`src/pci_target_pkg.sv`:
```
package pci_target_pkg;

  // bus commands carried on the command/byte-enable lines in the address phase
  localparam logic [3:0] CMD_IO_RD = 4'h2;
  localparam logic [3:0] CMD_IO_WR = 4'h3;
  localparam logic [3:0] CMD_MEM_RD = 4'h6;
  localparam logic [3:0] CMD_MEM_WR = 4'h7;
  localparam logic [3:0] CMD_CFG_RD = 4'hA;
  localparam logic [3:0] CMD_CFG_WR = 4'hB;
  localparam logic [3:0] CMD_MEM_RD_MULT = 4'hC;
  localparam logic [3:0] CMD_MEM_RD_LINE = 4'hE;
  localparam logic [3:0] CMD_MEM_WR_INV = 4'hF;

  // field positions and constants
  localparam int CMD_WRITE_BIT = 0;
  localparam logic [1:0] CFG_TYPE0 = 2'h0;
  localparam logic [31:0] ADDR_STEP = 32'h0000_0004;
  localparam logic [31:0] ADDR_RESET = 32'h0000_0000;
  localparam logic [31:0] DATA_RESET = 32'h0000_0000;
  localparam logic [3:0] CMD_RESET = 4'h0;
  localparam logic [3:0] BE_RESET = 4'h0;

  // target sequencer states, gray coded along idle-data-ready-turn
  typedef enum logic [2:0] {
    S_IDLE = 3'h0,
    S_DATA = 3'h1,
    S_READY = 3'h3,
    S_TURN = 3'h7,
    S_STOP = 3'h2
  } tgt_state_t;

endpackage

```
`src/bus_parity.sv`:
```
`timescale 1ns/1ps
// registered even parity over one bus cycle of address/data and command lines
module bus_parity
  import pci_target_pkg::*;
(
  input wire logic ref_clk_i,
  input wire logic rst_b_i,
  input wire logic [31:0] ad_i,
  input wire logic [3:0] cbe_i,
  output logic par_o
);

  logic next_par;

  // even parity: the xor of all 36 lines plus par is zero
  always_comb begin
    next_par = ^{ad_i, cbe_i};
  end

  always_ff @(posedge ref_clk_i or negedge rst_b_i) begin
    if (!rst_b_i) begin
      par_o <= 1'b0;
    end else begin
      par_o <= next_par;
    end
  end

endmodule

```
`src/pci_target_bus_interface.sv`:
```
`timescale 1ns/1ps
// Functional notes
// - address and data share the 32 ad lines, both halves
// - one address phase, then one or more data phases, tracked by the sequencer
// - command/byte-enable lines give command in address phase, byte enables after
// - device select driven only after our own address decode, else floated
// - configuration accesses answered only while the init select is high
// - interrupt request is a level, open-drain, active-low output
// - even parity over ad and command lines, valid one clock after
// - parity of received write data checked, parity error driven on mismatch
// - target only: bus request never driven, grant ignored
// - bus reset returns sequencer, signals and registers to defaults
// - target may assert stop to end the current transaction
// - every bus signal is timed by the single bus clock
// - target ready asserted when able; wait states by holding it high
// - address parity errors reported on open-drain system error
module pci_target_bus_interface
  import pci_target_pkg::*;
#(
  parameter int DEC_BITS = 8
)
(
  input wire logic ref_clk_i,
  input wire logic rst_b_i,
  input wire logic [31:0] ad_i,
  output logic [31:0] ad_o,
  output logic ad_oe_o,
  input wire logic [3:0] cbe_b_i,
  input wire logic par_i,
  output logic par_o,
  output logic par_oe_o,
  input wire logic frame_b_i,
  input wire logic irdy_b_i,
  input wire logic idsel_i,
  output logic trdy_b_o,
  output logic trdy_oe_o,
  output logic devsel_b_o,
  output logic devsel_oe_o,
  output logic stop_b_o,
  output logic stop_oe_o,
  output logic perr_b_o,
  output logic perr_oe_o,
  output logic serr_b_o,
  output logic serr_oe_o,
  output logic inta_b_o,
  output logic inta_oe_o,
  output logic req_b_o,
  output logic req_oe_o,
  input wire logic gnt_b_i,
  input wire logic [31:0] bar_base_i,
  input wire logic perr_en_i,
  input wire logic serr_en_i,
  input wire logic irq_i,
  output logic usr_req_o,
  output logic usr_write_o,
  output logic usr_cfg_o,
  output logic [31:0] usr_addr_o,
  input wire logic usr_ack_i,
  input wire logic [31:0] usr_rdata_i,
  input wire logic usr_stop_i,
  output logic usr_wr_o,
  output logic [31:0] usr_wdata_o,
  output logic [3:0] usr_be_o
);

  // odd command codes are the write commands
  function automatic logic is_write(input logic [3:0] cmd_f);
    is_write = cmd_f[CMD_WRITE_BIT];
  endfunction

  // address decode: config type 0 with select, or memory/io inside our window
  function automatic logic dec_hit(input logic [31:0] a, input logic [3:0] c,
                                   input logic sel, input logic [31:0] base);
    logic win;
    win = (a[31:DEC_BITS] == base[31:DEC_BITS]);
    case (c)
      CMD_CFG_RD, CMD_CFG_WR: dec_hit = sel && (a[1:0] == CFG_TYPE0);
      CMD_IO_RD, CMD_IO_WR, CMD_MEM_RD, CMD_MEM_WR: dec_hit = win;
      CMD_MEM_RD_MULT, CMD_MEM_RD_LINE, CMD_MEM_WR_INV: dec_hit = win;
      default: dec_hit = 1'b0;
    endcase
  endfunction

  tgt_state_t state, next_state;
  logic [31:0] addr, next_addr;
  logic [3:0] cmd, next_cmd;
  logic cfg, next_cfg;
  logic [31:0] rdata, next_rdata;
  logic stop_req, next_stop_req;
  logic frame_prev, next_frame_prev;
  logic [31:0] wdata, next_wdata;
  logic [3:0] be, next_be;
  logic wr_pulse, next_wr_pulse;
  logic addr_chk, next_addr_chk;
  logic data_chk, next_data_chk;
  logic perr_act, next_perr_act;
  logic perr_rel, next_perr_rel;
  logic serr_act, next_serr_act;
  logic par_oe, next_par_oe;
  logic inta, next_inta;
  logic [31:0] ad_bus;
  logic par_bus;
  logic start;
  logic xfer;
  logic par_bad;
  logic drive_ad;

  // a new address phase: frame falls while the bus was idle
  assign start = (state == S_IDLE) && !frame_b_i && frame_prev;
  // both ready lines low completes a data phase
  assign xfer = (state == S_READY) && !irdy_b_i;
  assign drive_ad = ((state == S_DATA) || (state == S_READY)) && !is_write(cmd);
  // parity over what is really on the lines, ours when we drive them
  assign ad_bus = drive_ad ? rdata : ad_i;
  assign par_bad = (par_i != par_bus);

  bus_parity u_parity (
    .ref_clk_i(ref_clk_i),
    .rst_b_i(rst_b_i),
    .ad_i(ad_bus),
    .cbe_i(cbe_b_i),
    .par_o(par_bus)
  );

  // sequencer next values; wait states come from the user side acknowledge
  always_comb begin
    next_state = state;
    next_addr = addr;
    next_cmd = cmd;
    next_cfg = cfg;
    next_rdata = rdata;
    next_stop_req = stop_req;
    next_wdata = wdata;
    next_be = be;
    next_wr_pulse = 1'b0;
    next_frame_prev = frame_b_i;
    case (state)
      S_IDLE: begin
        next_stop_req = 1'b0;
        if (start && dec_hit(ad_i, cbe_b_i, idsel_i, bar_base_i)) begin
          next_state = S_DATA;
          next_addr = ad_i;
          next_cmd = cbe_b_i;
          next_cfg = (cbe_b_i == CMD_CFG_RD) || (cbe_b_i == CMD_CFG_WR);
        end
      end
      S_DATA: begin
        // target ready stays high until the user side answers
        if (usr_ack_i) begin
          next_state = S_READY;
          next_rdata = usr_rdata_i;
          next_stop_req = usr_stop_i;
        end
      end
      S_READY: begin
        if (xfer) begin
          next_addr = addr + ADDR_STEP;
          next_wdata = ad_i;
          next_be = ~cbe_b_i;
          next_wr_pulse = is_write(cmd);
          if (frame_b_i) begin
            next_state = S_TURN;
          end else if (stop_req) begin
            next_state = S_STOP;
          end else begin
            next_state = S_DATA;
          end
        end
      end
      S_STOP: begin
        // hold stop until the initiator lets frame go
        if (frame_b_i) begin
          next_state = S_TURN;
        end
      end
      S_TURN: begin
        next_state = S_IDLE;
      end
      default: begin
        next_state = S_IDLE;
      end
    endcase
  end

  // parity and error next values; checks sample one clock after the phase
  always_comb begin
    next_addr_chk = start;
    next_data_chk = xfer && is_write(cmd);
    next_perr_act = data_chk && par_bad && perr_en_i;
    next_perr_rel = perr_act; // drive high one cycle before floating
    next_serr_act = addr_chk && par_bad && serr_en_i;
    next_par_oe = drive_ad;
    next_inta = irq_i;
  end

  // single clock domain, rising edge, async active-low bus reset
  always_ff @(posedge ref_clk_i or negedge rst_b_i) begin
    if (!rst_b_i) begin
      state <= S_IDLE;
      addr <= ADDR_RESET;
      cmd <= CMD_RESET;
      cfg <= 1'b0;
      rdata <= DATA_RESET;
      stop_req <= 1'b0;
      frame_prev <= 1'b1;
      wdata <= DATA_RESET;
      be <= BE_RESET;
      wr_pulse <= 1'b0;
      addr_chk <= 1'b0;
      data_chk <= 1'b0;
      perr_act <= 1'b0;
      perr_rel <= 1'b0;
      serr_act <= 1'b0;
      par_oe <= 1'b0;
      inta <= 1'b0;
    end else begin
      state <= next_state;
      addr <= next_addr;
      cmd <= next_cmd;
      cfg <= next_cfg;
      rdata <= next_rdata;
      stop_req <= next_stop_req;
      frame_prev <= next_frame_prev;
      wdata <= next_wdata;
      be <= next_be;
      wr_pulse <= next_wr_pulse;
      addr_chk <= next_addr_chk;
      data_chk <= next_data_chk;
      perr_act <= next_perr_act;
      perr_rel <= next_perr_rel;
      serr_act <= next_serr_act;
      par_oe <= next_par_oe;
      inta <= next_inta;
    end
  end

  // control lines: driven from the data phase on, driven high for one turn cycle
  assign devsel_oe_o = (state != S_IDLE);
  assign devsel_b_o = !((state == S_DATA) || (state == S_READY) || (state == S_STOP));
  assign trdy_oe_o = (state != S_IDLE);
  assign trdy_b_o = (state != S_READY);
  assign stop_oe_o = (state != S_IDLE);
  assign stop_b_o = !(((state == S_READY) || (state == S_STOP)) && stop_req);

  // read data; driven together with devsel from the clock after the address phase, so no turnaround cycle
  assign ad_oe_o = drive_ad;
  assign ad_o = rdata;
  assign par_oe_o = par_oe;
  assign par_o = par_bus;

  // error lines; system error is open drain and never driven high
  assign perr_oe_o = perr_act || perr_rel;
  assign perr_b_o = !perr_act;
  assign serr_oe_o = serr_act;
  assign serr_b_o = 1'b0;

  // level interrupt: pull low while pending, otherwise let the pull-up win
  assign inta_oe_o = inta;
  assign inta_b_o = 1'b0;

  // no bus mastering: request floats forever and grant is never looked at
  assign req_oe_o = 1'b0;
  assign req_b_o = 1'b1;

  // user side; the request is a level held until acknowledged
  assign usr_req_o = (state == S_DATA);
  assign usr_write_o = is_write(cmd);
  assign usr_cfg_o = cfg;
  assign usr_addr_o = addr;
  assign usr_wr_o = wr_pulse;
  assign usr_wdata_o = wdata;
  assign usr_be_o = be;

endmodule

```
`config.mk`:
```
export PLATFORM = sky130hd
export DESIGN_NAME = pci_target_bus_interface
export DESIGN_NICKNAME = d
export VERILOG_FILES = /design/src/pci_target_pkg.sv /design/src/bus_parity.sv /design/src/pci_target_bus_interface.sv
export SDC_FILE = /design/constraint.sdc
export NUM_CORES = 1
export LEC_CHECK = 0
export ABC_AREA = 1
export BUFFER_PORTS_ARGS = -buffer_cell sky130_fd_sc_hd__buf_4
export CAP_MARGIN = 5
export CORE_MARGIN = 10
export CORE_UTILIZATION = 30
export DETAILED_ROUTE_END_ITERATION = 7
export MAX_ROUTING_LAYER = met4
export PLACE_DENSITY = 0.57
export SETUP_SLACK_MARGIN = 0.2
export SLEW_MARGIN = 30
export SYNTH_ARGS = -nofsm -noshare
export SYNTH_HDL_FRONTEND = slang
export SYNTH_HIERARCHICAL = 1
export SYNTH_SLANG_ARGS = --single-unit
```
`constraint.sdc`:
```
create_clock -name ref_clk_i -period 3.2 [get_ports ref_clk_i]
set_clock_uncertainty 0.2 [all_clocks]
set_input_delay 0.48 -clock ref_clk_i [delete_from_list [all_inputs] [get_ports ref_clk_i]]
set_output_delay 0.48 -clock ref_clk_i [all_outputs]
set_load 0.03 [all_outputs]
```
# Word-level counts from Yosys, hierarchy flattened
# Index checks and enable logic that the tools add are counted.
# classes
n_addsub	1
eq_ne	19
mux	17
bitwise_logic	1
n_reduce_logical	37
# ops
cell	count
32-bit 2-to-1 mux	3
32-bit case mux with 2 select lines	1
36-bit XOR reduction	1
32-bit by 3-bit adder with 32-bit output (second input constant)	1
24-bit == test	1
4-bit == test (second input constant)	5
3-bit 2-to-1 mux	5
1-bit logical AND	12
3-bit case mux with 4 select lines	1
4-bit by 2-bit == test with 1-bit output (second input constant)	2
4-bit by 3-bit == test with 1-bit output (second input constant)	2
2-bit AND reduction	4
7-bit OR reduction	1
3-bit by 2-bit == test with 1-bit output (second input constant)	2
1-bit logical NOT	6
1-bit logical OR	5
1-bit 2-to-1 mux	4
2-bit by 1-bit != test with 1-bit output (second input constant)	2
2-bit != test (second input constant)	2
4-bit inverter	1
1-bit case mux with 2 select lines	2
4-bit AND reduction	1
2-bit nonzero test	2
3-bit by 1-bit == test with 1-bit output (second input constant)	1
other kinds (8)	8
# totals
register_bits	116
in_bits	112
output_inout_bits	121
word_cells	93

# Logic depth before layout (Yosys ltp)
# Gate-level depths: netlist of run 1.
# logic_depth
word_depth	7
mapped_depth	22
depth_no_buf	20

# Modules after synthesis
# Netlist of run 1, hierarchy kept.
# by_module_without_submodules
mod	instances	cells_each	area_per_inst_um2	seq_area_each_um2
pci_target_bus_interface	1	857	6228.5	2879.0
bus_parity	1	171	789.5	25.0

# Least setup slack after synthesis of run 1
# Ideal clock, no wire load.
# synth_path
kind	register to register
from	register state[1]
to	register u_parity.par_o
setup_time_ns	0.116
arrival_ns	2.504
required_time_ns	2.884
setup_slack_ns	0.379
path_stages_with_launch	19
path_buffers	2
period_less_slack_ns	2.821
path_cell_list	dfrtp_1 nor2_1 inv_1 nor2_1 o21ai_1 inv_1 buf_2 buf_2 o21ai_0 xnor2_1 inv_1 nand2_1 nand2_1 nand2_2 nand2_1 nand2_1 nand2_1 nand3_1 nand2_1
# synth_between
elab_chain_len	5
elab_cells_between_ends	6
classes_between	eq/ne (2); mux (1); reduce/logical (3)
# synth_rtl
item	line	source
start, declared	pci_target_bus_interface.sv:84	tgt_state_t state, next_state;
start signal, assigned	pci_target_bus_interface.sv:217	state <= next_state;
3-bit by 1-bit == test with 1-bit output	n/a	
net usr_req_o	pci_target_bus_interface.sv:54	output logic usr_req_o,
1-bit logical OR	pci_target_bus_interface.sv:112	assign drive_ad = ((state == S_DATA) || (state == S_READY)) && !is_write(cmd);
1-bit logical AND	pci_target_bus_interface.sv:112	
net ad_oe_o	pci_target_bus_interface.sv:27	output logic ad_oe_o,
32-bit 2-to-1 mux	pci_target_bus_interface.sv:114	assign ad_bus = drive_ad ? rdata : ad_i;
net ad_bus[25]	pci_target_bus_interface.sv:101	logic [31:0] ad_bus;
36-bit XOR reduction	bus_parity.sv:17	next_par = ^{ad_i, cbe_i};
net u_parity.next_par	bus_parity.sv:13	logic next_par;
end signal, assigned	bus_parity.sv:24	par_o <= next_par;
end, declared	bus_parity.sv:10	output logic par_o
# The timed path passes the listed nets, and every way through them passes these cells.
# A chain may end at the register's enable or synchronous reset.

# Worst setup path in the final report of run 1
# layout_path
from	register state[2]
to	output trdy_b_o
# layout_between
elab_chain_len	1
# layout_rtl
item	line	source
3-bit by 2-bit != test with 1-bit output	pci_target_bus_interface.sv:241	assign trdy_b_o = (state != S_READY);
end, declared	pci_target_bus_interface.sv:35	output logic trdy_b_o,
# Every way passes these cells.

==> insert_results.sql, run 1 <==
INSERT INTO impl_metrics (metric_group, metric, value, unit) VALUES
('logic_synthesis', 'synthMostInstantiatedCell', 'sky130_fd_sc_hd__nand2_1', ''),
('floorplan', 'core_region_area', '22850', 'um2'),
('timing', 'slew_headroom', '0.5710', ''),
('placed_design', 'dpl-instance-area', '8914', 'um2'),
('setup_path', 'regToRegStartpoint', 'state[1]$_DFFE_PN0P_', ''),
('cts', 'tritoncts', 'yes', ''),
('logic_synthesis', 'synth_edf_count', '0', ''),
('cts', 'cts_buffer_depth', '2', ''),
('setup_path', 'critical_path_class', 'reg -> out', ''),
('setup_path', 'critPathCapture', 'trdy_b_o', ''),
('grt', 'first_pass_grt_wire_length', '38890', 'um'),
('worst_hold_path', 'hold_path.class', 'in -> reg', ''),
('cts', 'cts-htree-levels', '4', ''),
('placed_design', 'dp.final_hpwl', '19770', 'um'),
('setup_path', 'r2r-end', 'u_parity/par_o$_DFF_PN0_', ''),
('timing', 'timing.final.max_slew_violations', '0', ''),
('setup_path', 'timing.critical_path.arrival', '2.08', 'ns'),
('logic_synthesis', 'synth_commonest_cells', 'sky130_fd_sc_hd__nand2_1, sky130_fd_sc_hd__dfrtp_1, sky130_fd_sc_hd__inv_1', ''),
('pwr', 'static-leakage-power', '5.146', 'nW'),
('pwr', 'vdd_ir_drop_max', '0.5217', 'mV'),
('routing', 'drc', '0', ''),
('routing', 'final_antenna_net_count', '0', ''),
('grt', 'grt.total_usage', '0.1700', ''),
('timing', 'fin_hold_ws', '0.04876', 'ns'),
('cts', 'worst_skew_pair.late_latency', '0.43', 'ns'),
('logic_synthesis', 'synthArstFlopShare', '1.000', ''),
('timing', 'final_setup_violating_endpoints', '0', ''),
('cells_and_area', 'post-route-cell-area', '9525', 'um2'),
('timing', 'rsz0062_at_grt', 'false', ''),
('job', 'cap_violations', '0', ''),
('timing', 'timing_worst_slew_pin_value', '0.6436', 'ns'),
('floorplan', 'die_width', '173.0', 'um'),
('logic_synthesis', 'synth_ff_type', 'sky130_fd_sc_hd__dfrtp_1', ''),
('setup_path', 'rrSetupSlack', '0.54', 'ns'),
('routing', 'routed-via-count', '6946', ''),
('setup_path', 'critical_path.max_fanout', '50', ''),
('placed_design', 'gp_congestion', '0.8332', ''),
('placed_design', 'buffer_ports.inserted', '219', ''),
('worst_hold_path', 'hp-start', 'usr_rdata_i[15]', ''),
('grt', 'grt_max_degree', '51', ''),
('cells_and_area', 'layout-drive-gt1-share', '0.2468', ''),
('logic_synthesis', 'sequential_fraction_of_the_synthesis_area', '0.4138', ''),
('timing', 'timing_hold_violations_final', '0', ''),
('floorplan', 'top_level_ports', '233', ''),
('routing', 'postRouteWirelength', '25150', 'um'),
('cts', 'cts.sink_count', '116', ''),
('logic_synthesis', 'synth_warnings', '6', ''),
('grt', 'via_count_of_the_first_global_routing_pass', '6909', ''),
('timing', 'fin_crit_sh', '0.8621', ''),
('outcome', 'status', 'finished clean', ''),
('timing', 'setup-tns-final', '0', 'ns'),
('floorplan', 'die_area', '29910', 'um2'),
('cells_and_area', 'flow.area_growth_from_synthesis', '35.73', '%'),
('setup_path', 'setup.worst_path.end_class', 'primary output', ''),
('logic_synthesis', 'post-synth-top-area-cell', 'sky130_fd_sc_hd__dfrtp_1', ''),
('setup_path', 'cp-startpoint', 'state[2]$_DFFE_PN0P_', ''),
('logic_synthesis', 'syn_avg_cell_area', '6.827', 'um2'),
('grt', 'grt_overflow', '0', ''),
('timing', 'final_period_minus_worst_setup_slack', '2.759', 'ns'),
('setup_path', 'worst_ep_required_time', '2.52', 'ns'),
('logic_synthesis', 'synth.area.top_cells', 'sky130_fd_sc_hd__dfrtp_1, sky130_fd_sc_hd__nand2_1, sky130_fd_sc_hd__o21ai_0, sky130_fd_sc_hd__inv_1, sky130_fd_sc_hd__nor2_1', ''),
('cts', 'clk_transition_reported_paths', '0.05', 'ns'),
('routing', 'first_pass_iters', '4', ''),
('setup_path', 'startpoint_type', 'flip-flop', ''),
('cells_and_area', 'fin_nets', '1356', ''),
('timing', 'max_freq', '0.3625', 'GHz'),
('pwr', 'p_per_area', '1221', 'nW/um2'),
('setup_path', 'timing.reg2reg.worst_path_depth', '18', ''),
('cells_and_area', 'insertedDiodeCount', '0', ''),
('cts', 'cts_root_buf', 'sky130_fd_sc_hd__clkbuf_16', ''),
('logic_synthesis', 'yosys.area.top_type_share', '0.4101', '');
-- worst max-delay path, stage by stage (launching register included) --
cell and delay, ns:
sky130_fd_sc_hd__dfrtp_1 0.39, sky130_fd_sc_hd__inv_1 0.09, sky130_fd_sc_hd__nand2_1 0.12, sky130_fd_sc_hd__nor2_4 0.11, sky130_fd_sc_hd__buf_4 0.43, sky130_fd_sc_hd__inv_2 0.08
sky130_fd_sc_hd__buf_4 0.23, sky130_fd_sc_hd__buf_4 0.19
-- state kept, by name, summed over array words and instances, names as in the netlist --
name	flops
state	3
usr_wr_o	1
stop_req	1
usr_wdata_o	32
inta_oe_o	1
data_chk	1
par_oe_o	1
next_perr_rel	1
u_parity/par_o	1
usr_be_o	4
serr_oe_o	1
perr_rel	1
addr_chk	1
usr_cfg_o	1
frame_prev	1
ad_o	32
cmd	1
usr_addr_o	32
-- area by class of cell --
type | instances | area, um2
Clock buffer | 22 | 474.2
Clock inverter | 10 | 105.1
Fill cell | 2440 | 13320
Inverter | 117 | 441.7
Multi-Input combinational cell | 759 | 3435
Sequential cell | 116 | 2904
Tap cell | 313 | 391.6
Timing Repair Buffer | 232 | 1774
-- worst min-delay path by stage --
stage                           endpoint  slack, ns
CTS                 ad_o[22]$_DFFE_PN0P_       0.03
global placement      perr_rel$_DFF_PN0_       0.17
finish              ad_o[15]$_DFFE_PN0P_       0.05
floorplan            ad_o[0]$_DFFE_PN0P_      -0.02
global route        ad_o[20]$_DFFE_PN0P_       0.04
detailed placement    perr_rel$_DFF_PN0_       0.19
-- power breakdown --
group          total (mW)  switching [mW]  internal (mW)
logic                7.01            4.61           2.41
registers            2.71           0.594           2.12
clock network        1.90           0.705           1.20
total                11.6            5.91           5.72
-- metal layers --
layer | wire (um) | vias up | global-route usage
li1 | - | 3597 | -
met4 | 233 | 0 | 0.03989
met3 | 1380 | 17 | 0.04552
met5 | 0 | - | -
met1 | 11890 | 3141 | 0.2120
met2 | 11650 | 191 | 0.2695
-- through the flow --
step | std cells | worst slack, ns
after floorplan | 1030 | 0.3792
after global placement | 1534 | 0.5610
after detailed placement | 1534 | 0.4646
after CTS | 1569 | 0.4160
after global routing | 1569 | 0.2276
final | 1569 | 0.4412
-- layout by cell type (no fill, tap or decap), types with 2 or more instances in the layout --
master	Yosys	final
sky130_fd_sc_hd__nand2_1	461	461
sky130_fd_sc_hd__buf_4	7	227
sky130_fd_sc_hd__dfrtp_1	115	115
sky130_fd_sc_hd__inv_1	108	107
sky130_fd_sc_hd__o21ai_0	101	101
sky130_fd_sc_hd__nor2_1	43	42
sky130_fd_sc_hd__nand3_1	29	29
sky130_fd_sc_hd__o21ai_1	20	20
sky130_fd_sc_hd__xnor2_1	18	18
sky130_fd_sc_hd__clkbuf_16	0	17
sky130_fd_sc_hd__nand2_2	15	15
sky130_fd_sc_hd__xor2_1	13	13
sky130_fd_sc_hd__inv_2	8	9
sky130_fd_sc_hd__nor2_2	7	8
sky130_fd_sc_hd__a21oi_1	7	7
sky130_fd_sc_hd__or2_2	6	6
sky130_fd_sc_hd__nand4_1	6	6
sky130_fd_sc_hd__nor3_1	6	6
sky130_fd_sc_hd__clkinv_2	0	6
sky130_fd_sc_hd__nand3_2	5	5
sky130_fd_sc_hd__conb_1	2	4
sky130_fd_sc_hd__o211ai_1	3	3
sky130_fd_sc_hd__clkbuf_8	1	3
sky130_fd_sc_hd__dlygate4sd3_1	0	3
sky130_fd_sc_hd__o21bai_1	2	2
sky130_fd_sc_hd__o31ai_1	2	2
sky130_fd_sc_hd__clkbuf_1	8	2
sky130_fd_sc_hd__bufinv_16	0	2
sky130_fd_sc_hd__clkinvlp_4	0	2
sky130_fd_sc_hd__buf_12	0	2
-- what timing repair did --
item	4_1_cts	5_1_grt
buffers inserted	0	0
hold buffers	3	0
resized for setup	0	1
endpoints found under the hold margin	45	0
endpoints found under the setup margin	0	1
-- kinds of logic (layout without fill, tap and decap cells) --
logic type               after synthesis  count (layout)  share of synthesized area
XOR/XNOR                              31              31                    0.03869
buffers and inverters                155             381                    0.09823
AND/OR/NAND/NOR                      585             585                     0.3446
AO/OA/AOI/OAI                        138             138                     0.1018
flip-flops                           116             116                     0.4138
other                                  2               4                   0.001070
adder cells (fa/ha/maj)                1               1                   0.001783
Note: power is estimated with default switching activity, not from simulation.
==> run 2, diff against run 1 <==
CORE_UTILIZATION = 25   (was 30)
PLACE_DENSITY = default   (was 0.57)
==> insert_results.sql, run 2 (same netlist as run 1, synthesis figures left out) <==
INSERT INTO impl_metrics (metric_group, metric, value, unit) VALUES
('outcome', 'status', 'finished clean', ''),
('timing', 'setup-tns-final', '0', 'ns'),
('pwr', 'clock_power_share', '0.164', ''),
('cts', 'cts.sink_count', '116', ''),
('pwr', 'vdd_ir_drop_max', '0.4428', 'mV'),
('cells_and_area', 'layout-drive-gt1-share', '0.2482', ''),
('setup_path', 'setup.worst_path.end_class', 'flip-flop', ''),
('pwr', 'seq_power_share', '0.233', ''),
('routing', 'final_antenna_net_count', '0', ''),
('setup_path', 'critical_path_class', 'reg -> reg', ''),
('floorplan', 'floorplan.initialDensity', '0.2533', ''),
('routing', 'first_pass_iters', '5', ''),
('setup_path', 'startpoint_type', 'flip-flop', ''),
('placed_design', 'buffer_ports.inserted', '219', ''),
('cells_and_area', 'fin_nets', '1357', ''),
('pwr', 'p_comb_frac', '0.603', ''),
('pwr', 'p_per_area', '1216', 'nW/um2'),
('setup_path', 'timing.critical_path.mode_cell', 'sky130_fd_sc_hd__nand2_1', ''),
('grt', 'first_pass_grt_wire_length', '40230', 'um'),
('timing', 'timing.final.max_slew_violations', '0', ''),
('cts', 'cts_root_buf', 'sky130_fd_sc_hd__clkbuf_16', ''),
('placed_design', 'dp.final_hpwl', '20470', 'um'),
('timing', 'slew_headroom', '0.6171', ''),
('routing', 'post_detailed_route_wirelength_per_cell', '15.88', 'um'),
('cts', 'cts_buffer_depth', '2', ''),
('grt', 'grt_max_degree', '52', ''),
('setup_path', 'worstPathCellList', 'inv_1, nand2_1, nor2_4, o21ai_1, inv_2, buf_8, o21ai_0, xor2_1, nand2_1, nand2_1, nand2_1, nand2_1, nand3_1, nand2_1, inv_1, nand2_1, nand2_1', ''),
('cts', 'worst_skew_pair.late_latency', '0.42', 'ns'),
('setup_path', 'slowest_delay', '0.37', 'ns'),
('worst_hold_path', 'hold_path.class', 'in -> reg', ''),
('timing', 'fin_crit_sh', '0.8208', ''),
('floorplan', 'core_region_area', '27710', 'um2'),
('cells_and_area', 'flow.area_growth_from_synthesis', '37.14', '%'),
('cts', 'cts_setup_buffers', '0', ''),
('setup_path', 'worst_ep_required_time', '3.31', 'ns'),
('cells_and_area', 'finish.cell_count_without_fillers', '1636', ''),
('floorplan', 'top_level_ports', '233', ''),
('grt', 'grt_overflow', '0', ''),
('placed_design', 'gp_congestion', '0.8519', ''),
('pwr', 'static-leakage-power', '5.143', 'nW'),
('cts', 'clk_transition_reported_paths', '0.06', 'ns'),
('cts', 'tritoncts', 'yes', ''),
('routing', 'first_iter_violations', '523', ''),
('floorplan', 'num_rows', '61', ''),
('cts', 'number_of_buffers_added_by_the_clock_tree_synthesis_step', '17', ''),
('pwr', 'power.share.switching', '0.5110', ''),
('floorplan', 'die_width', '187.5', 'um'),
('grt', 'antenna_found_initial', '1', ''),
('floorplan', 'die_area', '35170', 'um2'),
('setup_path', 'timing.critical_path.arrival', '2.73', 'ns'),
('placed_design', 'dpl-instance-area', '8990', 'um2'),
('cells_and_area', 'post-route-cell-area', '9624', 'um2'),
('pwr', 'power.net_switching', '5.981', 'mW'),
('cells_and_area', 'layout_commonest_cell', 'sky130_fd_sc_hd__nand2_1', ''),
('routing', 'drc', '0', ''),
('timing', 'fin_hold_ws', '0.05017', 'ns'),
('pwr', 'p_int', '5.724', 'mW'),
('job', 'cap_violations', '0', ''),
('routing', 'routed_via_density', '4.326', ''),
('cells_and_area', 'final_cell_mix', 'sky130_fd_sc_hd__nand2_1, sky130_fd_sc_hd__buf_4, sky130_fd_sc_hd__dfrtp_1, sky130_fd_sc_hd__inv_1, sky130_fd_sc_hd__o21ai_0', ''),
('timing', 'final_period_minus_worst_setup_slack', '2.627', 'ns'),
('timing', 'max_freq', '0.3807', 'GHz'),
('routing', 'routed-via-count', '7077', ''),
('timing', 'timing_worst_slew_pin_value', '0.5684', 'ns'),
('timing', 'timing_hold_violations_final', '0', ''),
('grt', 'grt.total_usage', '0.1502', ''),
('routing', 'postRouteWirelength', '25990', 'um'),
('timing', 'final_setup_violating_endpoints', '0', ''),
('pwr', 'p_total', '11.71', 'mW'),
('grt', 'use_met2', '0.2360', ''),
('grt', 'use_met1', '0.1840', ''),
('placed_design', 'place_inst', '1600', ''),
('setup_path', 'critical_path.max_fanout', '31', ''),
('floorplan', 'die_height', '187.5', 'um'),
('grt', 'grt_most_used_layer', 'met2', ''),
('timing', 'rsz0062_at_grt', 'false', ''),
('grt', 'met3_usage', '0.04397', ''),
('cells_and_area', 'fill_cells', '2996', ''),
('cts', 'cts-htree-levels', '4', ''),
('setup_path', 'highest_delay_cell_along_the_critical_path', 'sky130_fd_sc_hd__dfrtp_1', ''),
('grt', 'via_count_of_the_first_global_routing_pass', '6958', '');
==> run 2: cell count changes in the layout (fill, tap and decap cells not counted), sizes merged <==
cell      delta
diode        +1
buf          +1
clkbuf       -2
clkinvlp     +2
==> run 2: final timing paths <==
| kind | cells after the start | from | end | slack [ns] |
|---|---|---|---|---|
| setup / recovery | 17 | state[2]$_DFFE_PN0P_ | u_parity/par_o$_DFF_PN0_ | 0.57 |
| hold / removal | 3 | usr_rdata_i[19] | ad_o[19]$_DFFE_PN0P_ | 0.05 |
| min in group asynchronous | 2 | rst_b_i | ad_o[4]$_DFFE_PN0P_ | 0.39 |
| hold reg to reg | 0 | next_perr_rel$_DFF_PN0_ | perr_rel$_DFF_PN0_ | 0.19 |
| setup reg to reg | 17 | state[2]$_DFFE_PN0P_ | u_parity/par_o$_DFF_PN0_ | 0.57 |
| max in group asynchronous | 3 | rst_b_i | ad_o[8]$_DFFE_PN0P_ | 1.59 |
==> run 2: final cells by class <==
type / count / area [um2] / share of cell area
Antenna cell: 1 / 2.502 / 0.0002600
Multi-Input combinational cell: 759 / 3435 / 0.3569
Sequential cell: 116 / 2904 / 0.3017
Inverter: 117 / 441.7 / 0.04589
Clock buffer: 20 / 456.7 / 0.04745
Clock inverter: 12 / 131.4 / 0.01365
Timing Repair Buffer: 233 / 1780 / 0.1850
Tap cell: 378 / 473.0 / 0.04914
==> run 2: timing repair <==
item                       CTS  global route
hold endpoints to repair    37             0
resized for setup            0             4
hold buffers                 3             0
setup endpoints to repair    0             1
==> run 2: through the flow <==
step                      utilization  worst slack [ns]
final                          0.3474            0.5735
after global routing           0.3474            0.2199
after CTS                      0.3468            0.4307
after detailed placement       0.3245            0.4613
after global placement         0.3245            0.4891
after floorplan                     -            0.3792
==> run 2: layer usage <==
metal,part of all wire,vias to the layer above
met4,0.015,0
met3,0.066,20
met5,0,-
li1,-,3598
met1,0.46,3249
met2,0.46,210
==> run 2: worst max-delay path: cells and delay by family, from the launching register on <==
family / cells / cell delay, ns
AO/OA/AOI/OAI: 2 / 0.48
XOR/XNOR: 1 / 0.24
buffers and inverters: 4 / 0.40
flip-flops: 1 / 0.37
AND/OR/NAND/NOR: 10 / 0.82
==> run 2: power by group through the flow <==
stage	sequential (mW)	clock [mW]	combinational (mW)
2_1_floorplan	3.77	0	3.77
3_3_place_gp	2.72	0	6.96
3_5_place_dp	2.74	0	7.09
4_1_cts	2.73	1.96	7.11
5_1_grt	2.83	2.04	7.90
6_report	2.72	1.92	7.06
==> run 3, diff against run 2 <==
ABC_AREA = 0   (was 1)
clock period = 2.17 ns   (was 3.2 ns; I/O delays follow)
==> insert_results.sql, run 3 <==
INSERT INTO impl_metrics (metric_group, metric, value, unit) VALUES
('outcome', 'status', 'complete, but fails checks', ''),
('outcome', 'failed_checks', 'negative setup slack', ''),
('grt', 'grt_overflow', '0', ''),
('cts', 'cts_root_buf', 'sky130_fd_sc_hd__clkbuf_16', ''),
('setup_path', 'worst-path-buf-inv', '4', ''),
('timing', 'layout_setup_ws', '-0.4482', 'ns'),
('cells_and_area', 'layout-drive-gt1-share', '0.5613', ''),
('setup_path', 'slowest_delay', '0.42', 'ns'),
('setup_path', 'worstPathCellList', 'buf_4, buf_6, or3_4, or3b_4, nor4_4, a21oi_4, buf_6, clkbuf_16, o22a_1', ''),
('logic_synthesis', 'synth_commonest_cells', 'sky130_fd_sc_hd__dfrtp_1, sky130_fd_sc_hd__mux2_2, sky130_fd_sc_hd__xnor2_1', ''),
('grt', 'grt.total_usage', '0.1629', ''),
('setup_path', 'rrSetupSlack', '-0.45', 'ns'),
('cts', 'clk_transition_reported_paths', '0.06', 'ns'),
('timing', 'timing_hold_violations_final', '0', ''),
('cts', 'worst_skew_pair.late_latency', '0.43', 'ns'),
('timing', 'final_period_minus_worst_setup_slack', '2.618', 'ns'),
('routing', 'first_iter_violations', '303', ''),
('timing', 'timing.final.max_slew_violations', '0', ''),
('routing', 'routed-via-count', '5752', ''),
('logic_synthesis', 'yosys.area_share.xor_xnor', '0.08646', ''),
('setup_path', 'highest_delay_cell_along_the_critical_path', 'sky130_fd_sc_hd__or3b_4', ''),
('setup_path', 'critical_path.max_fanout', '8', ''),
('cells_and_area', 'flow.area_growth_from_synthesis', '73.82', '%'),
('floorplan', 'num_rows', '57', ''),
('logic_synthesis', 'count_of_cell_types_in_the_netlist', '58', ''),
('pwr', 'p_total', '18.42', 'mW'),
('worst_hold_path', 'hold_depth', '3', ''),
('worst_hold_path', 'hold_path.class', 'in -> reg', ''),
('setup_path', 'critPathCapture', 'usr_addr_o[17]$_DFFE_PN0P_', ''),
('setup_path', 'worst_ep_required_time', '2.27', 'ns'),
('logic_synthesis', 'syn_area', '6136', 'um2'),
('cells_and_area', 'layout_commonest_cell', 'sky130_fd_sc_hd__buf_4', ''),
('placed_design', 'buffer_ports.inserted', '219', ''),
('setup_path', 'timing.critical_path.arrival', '2.72', 'ns'),
('timing', 'rsz0062_at_grt', 'true', ''),
('routing', 'first_pass_iters', '4', ''),
('routing', 'drc', '0', ''),
('placed_design', 'dp.final_hpwl', '18990', 'um'),
('cts', 'cts-htree-levels', '4', ''),
('placed_design', 'place_inst', '1144', ''),
('logic_synthesis', 'synthesis.instances', '553', ''),
('setup_path', 'worst-path-stages', '9', ''),
('logic_synthesis', 'synth.area.top_cells', 'sky130_fd_sc_hd__dfrtp_1, sky130_fd_sc_hd__mux2_2, sky130_fd_sc_hd__xnor2_1, sky130_fd_sc_hd__a21oi_1, sky130_fd_sc_hd__o22a_1', ''),
('setup_path', 'timing.critical_path.mode_cell', 'sky130_fd_sc_hd__buf_6', ''),
('floorplan', 'core_region_area', '24250', 'um2'),
('pwr', 'vdd_ir_drop_max', '1.020', 'mV'),
('timing', 'slew_headroom', '0.5488', ''),
('timing', 'fin_crit_sh', '1.207', ''),
('logic_synthesis', 'post_synth_fa_ha_maj_area_fraction', '0.002039', ''),
('cells_and_area', 'finish.cell_count_without_fillers', '1255', ''),
('cells_and_area', 'fin_nets', '1031', ''),
('logic_synthesis', 'synthSimpleGateAreaFrac', '0.09971', ''),
('routing', 'final_antenna_net_count', '0', ''),
('timing', 'timing_worst_slew_pin_value', '0.6769', 'ns'),
('cts', 'number_of_buffers_added_by_the_clock_tree_synthesis_step', '17', ''),
('cts', 'cts.sink_count', '116', ''),
('logic_synthesis', 'synthArstFlopShare', '1.000', ''),
('grt', 'via_count_of_the_first_global_routing_pass', '5943', ''),
('routing', 'postRouteWirelength', '25410', 'um'),
('floorplan', 'top_level_ports', '233', ''),
('setup_path', 'critical_path_class', 'reg -> reg', ''),
('timing', 'final_setup_violating_endpoints', '40', ''),
('setup_path', 'cpLargestDelayFamily', 'simple AND/OR/NAND/NOR gates', ''),
('cells_and_area', 'final_cell_mix', 'sky130_fd_sc_hd__buf_4, sky130_fd_sc_hd__dfrtp_1, sky130_fd_sc_hd__mux2_2, sky130_fd_sc_hd__dlygate4sd3_1, sky130_fd_sc_hd__xnor2_1', ''),
('logic_synthesis', 'synthMostInstantiatedCell', 'sky130_fd_sc_hd__dfrtp_1', ''),
('setup_path', 'timing.reg2reg.worst_path_depth', '9', ''),
('timing', 'max_freq', '0.3819', 'GHz'),
('grt', 'grt_max_degree', '117', ''),
('routing', 'routed_via_density', '4.583', ''),
('grt', 'first_pass_grt_wire_length', '37420', 'um'),
('logic_synthesis', 'synth_edf_count', '0', ''),
('logic_synthesis', 'synth_compound_area_frac', '0.1111', ''),
('placed_design', 'gp_congestion', '0.8543', ''),
('pwr', 'static-leakage-power', '4.825', 'nW'),
('logic_synthesis', 'synthMuxAreaShare', '0.1864', ''),
('cts', 'tritoncts', 'yes', ''),
('logic_synthesis', 'dominant_combinational_cell_family_by_area_after_synthesis', 'multiplexers', ''),
('setup_path', 'startpoint_type', 'flip-flop', ''),
('setup_path', 'r2r-end', 'usr_addr_o[17]$_DFFE_PN0P_', ''),
('pwr', 'p_per_area', '1727', 'nW/um2'),
('setup_path', 'cp-startpoint', 'state[2]$_DFFE_PN0P_', ''),
('floorplan', 'die_area', '31210', 'um2'),
('logic_synthesis', 'sequential_fraction_of_the_synthesis_area', '0.4733', ''),
('setup_path', 'setup.worst_path.end_class', 'flip-flop', ''),
('grt', 'antenna_found_initial', '1', ''),
('routing', 'post_detailed_route_wirelength_per_cell', '20.25', 'um'),
('logic_synthesis', 'yosys.area.top_type_share', '0.4690', ''),
('logic_synthesis', 'post-synth-top-area-cell', 'sky130_fd_sc_hd__dfrtp_1', ''),
('logic_synthesis', 'synth_ff_type', 'sky130_fd_sc_hd__dfrtp_1', ''),
('job', 'cap_violations', '0', ''),
('setup_path', 'regToRegStartpoint', 'state[2]$_DFFE_PN0P_', ''),
('floorplan', 'die_height', '176.7', 'um'),
('logic_synthesis', 'postSynthRegisterBits', '116', ''),
('floorplan', 'die_width', '176.7', 'um'),
('logic_synthesis', 'synth_warnings', '6', ''),
('logic_synthesis', 'syn_avg_cell_area', '11.10', 'um2'),
('cts', 'cts_buffer_depth', '2', ''),
('floorplan', 'floorplan.initialDensity', '0.2530', '');
run 3: cell count changes after synthesis, sizes merged, moves of 17 or more:
cell,delta
a21oi,+29
inv,-104
mux2,+98
nand2,-454
nand3,-23
nor2,-20
o21ai,-89
o22a,+17
xnor2,+35
run 3: timing repair:
action,in CTS,in global routing
hold buffers,49,0
setup endpoints to repair,59,62
endpoints found under the hold margin,167,0
setup buffers,10,15
gates resized for setup,28,52
pin swaps,1,24
cloned,3,2
run 3: layer usage:
layer,track usage,vias to the layer above,part of all wire
met4,0.05149,0,0.020
met3,0.05121,27,0.070
met1,0.1927,2830,0.42
met2,0.2596,189,0.49
met5,-,-,0
li1,-,2706,-
run 3: power by group:
group | switching [mW] | internal (mW) | leakage, nW
clock network | 1.09 | 1.87 | 0.285
registers | 0.828 | 3.20 | 1.38
logic | 5.68 | 5.76 | 3.16
run 3: worst register-to-register path, delay by kind of cell, from the launching register on:
kind            cells  cell delay [ns]
compound gates      2             0.38
simple gates        3             0.98
flops               1             0.37
buf+inv             4             0.57
run 3: area by class of cell:
| type | instances | area [um2] |
|---|---|---|
| Clock inverter | 11 | 151.4 |
| Fill cell | 2316 | 13580 |
| Timing Repair Buffer | 381 | 3344 |
| Multi-Input combinational cell | 389 | 3338 |
| Antenna cell | 1 | 2.502 |
| Tap cell | 324 | 405.4 |
| Inverter | 13 | 53.80 |
| Sequential cell | 116 | 2913 |
| Clock buffer | 20 | 456.7 |
run 3: worst min-delay path by stage:
stage                       startpoint                   endpoint
4_1_cts                      frame_b_i       state[2]$_DFFE_PN0P_
3_5_place_dp   next_perr_rel$_DFF_PN0_         perr_rel$_DFF_PN0_
3_3_place_gp   next_perr_rel$_DFF_PN0_         perr_rel$_DFF_PN0_
2_1_floorplan                  rst_b_i        ad_o[0]$_DFFE_PN0P_
5_1_grt                      frame_b_i       state[2]$_DFFE_PN0P_
6_report                       ad_i[5]  usr_addr_o[5]$_DFFE_PN0P_
run 3: cell families (layout without fill, tap and decap cells):
logic type,after synthesis,count (layout)
adders and majority gates,1,1
xor gates and xnor gates,59,59
AOI/OAI and AO/OA,109,109
and+or+nand+nor,114,114
buffers and inverters,50,425
other,2,5
DFF,116,116
muxes,102,102
run 3: metrics by stage:
| step | worst slack (ns) | area [um2] | hold WS [ns] | util | TNS [ns] |
|---|---|---|---|---|---|
| 2_1_floorplan | -0.4089 | 6369 | -0.1701 | - | -13.56 |
| 3_3_place_gp | -0.4051 | 8890 | 0.1741 | 0.3666 | -6.497 |
| 3_5_place_dp | -0.4431 | 8890 | 0.1966 | 0.3666 | -7.304 |
| 4_1_cts | -0.4182 | 10300 | 0.006344 | 0.4246 | -12.52 |
| 5_1_grt | -0.5255 | 10670 | 0.02614 | 0.4398 | -16.43 |
| 6_report | -0.4482 | 10670 | 0.006975 | 0.4398 | -14.05 |
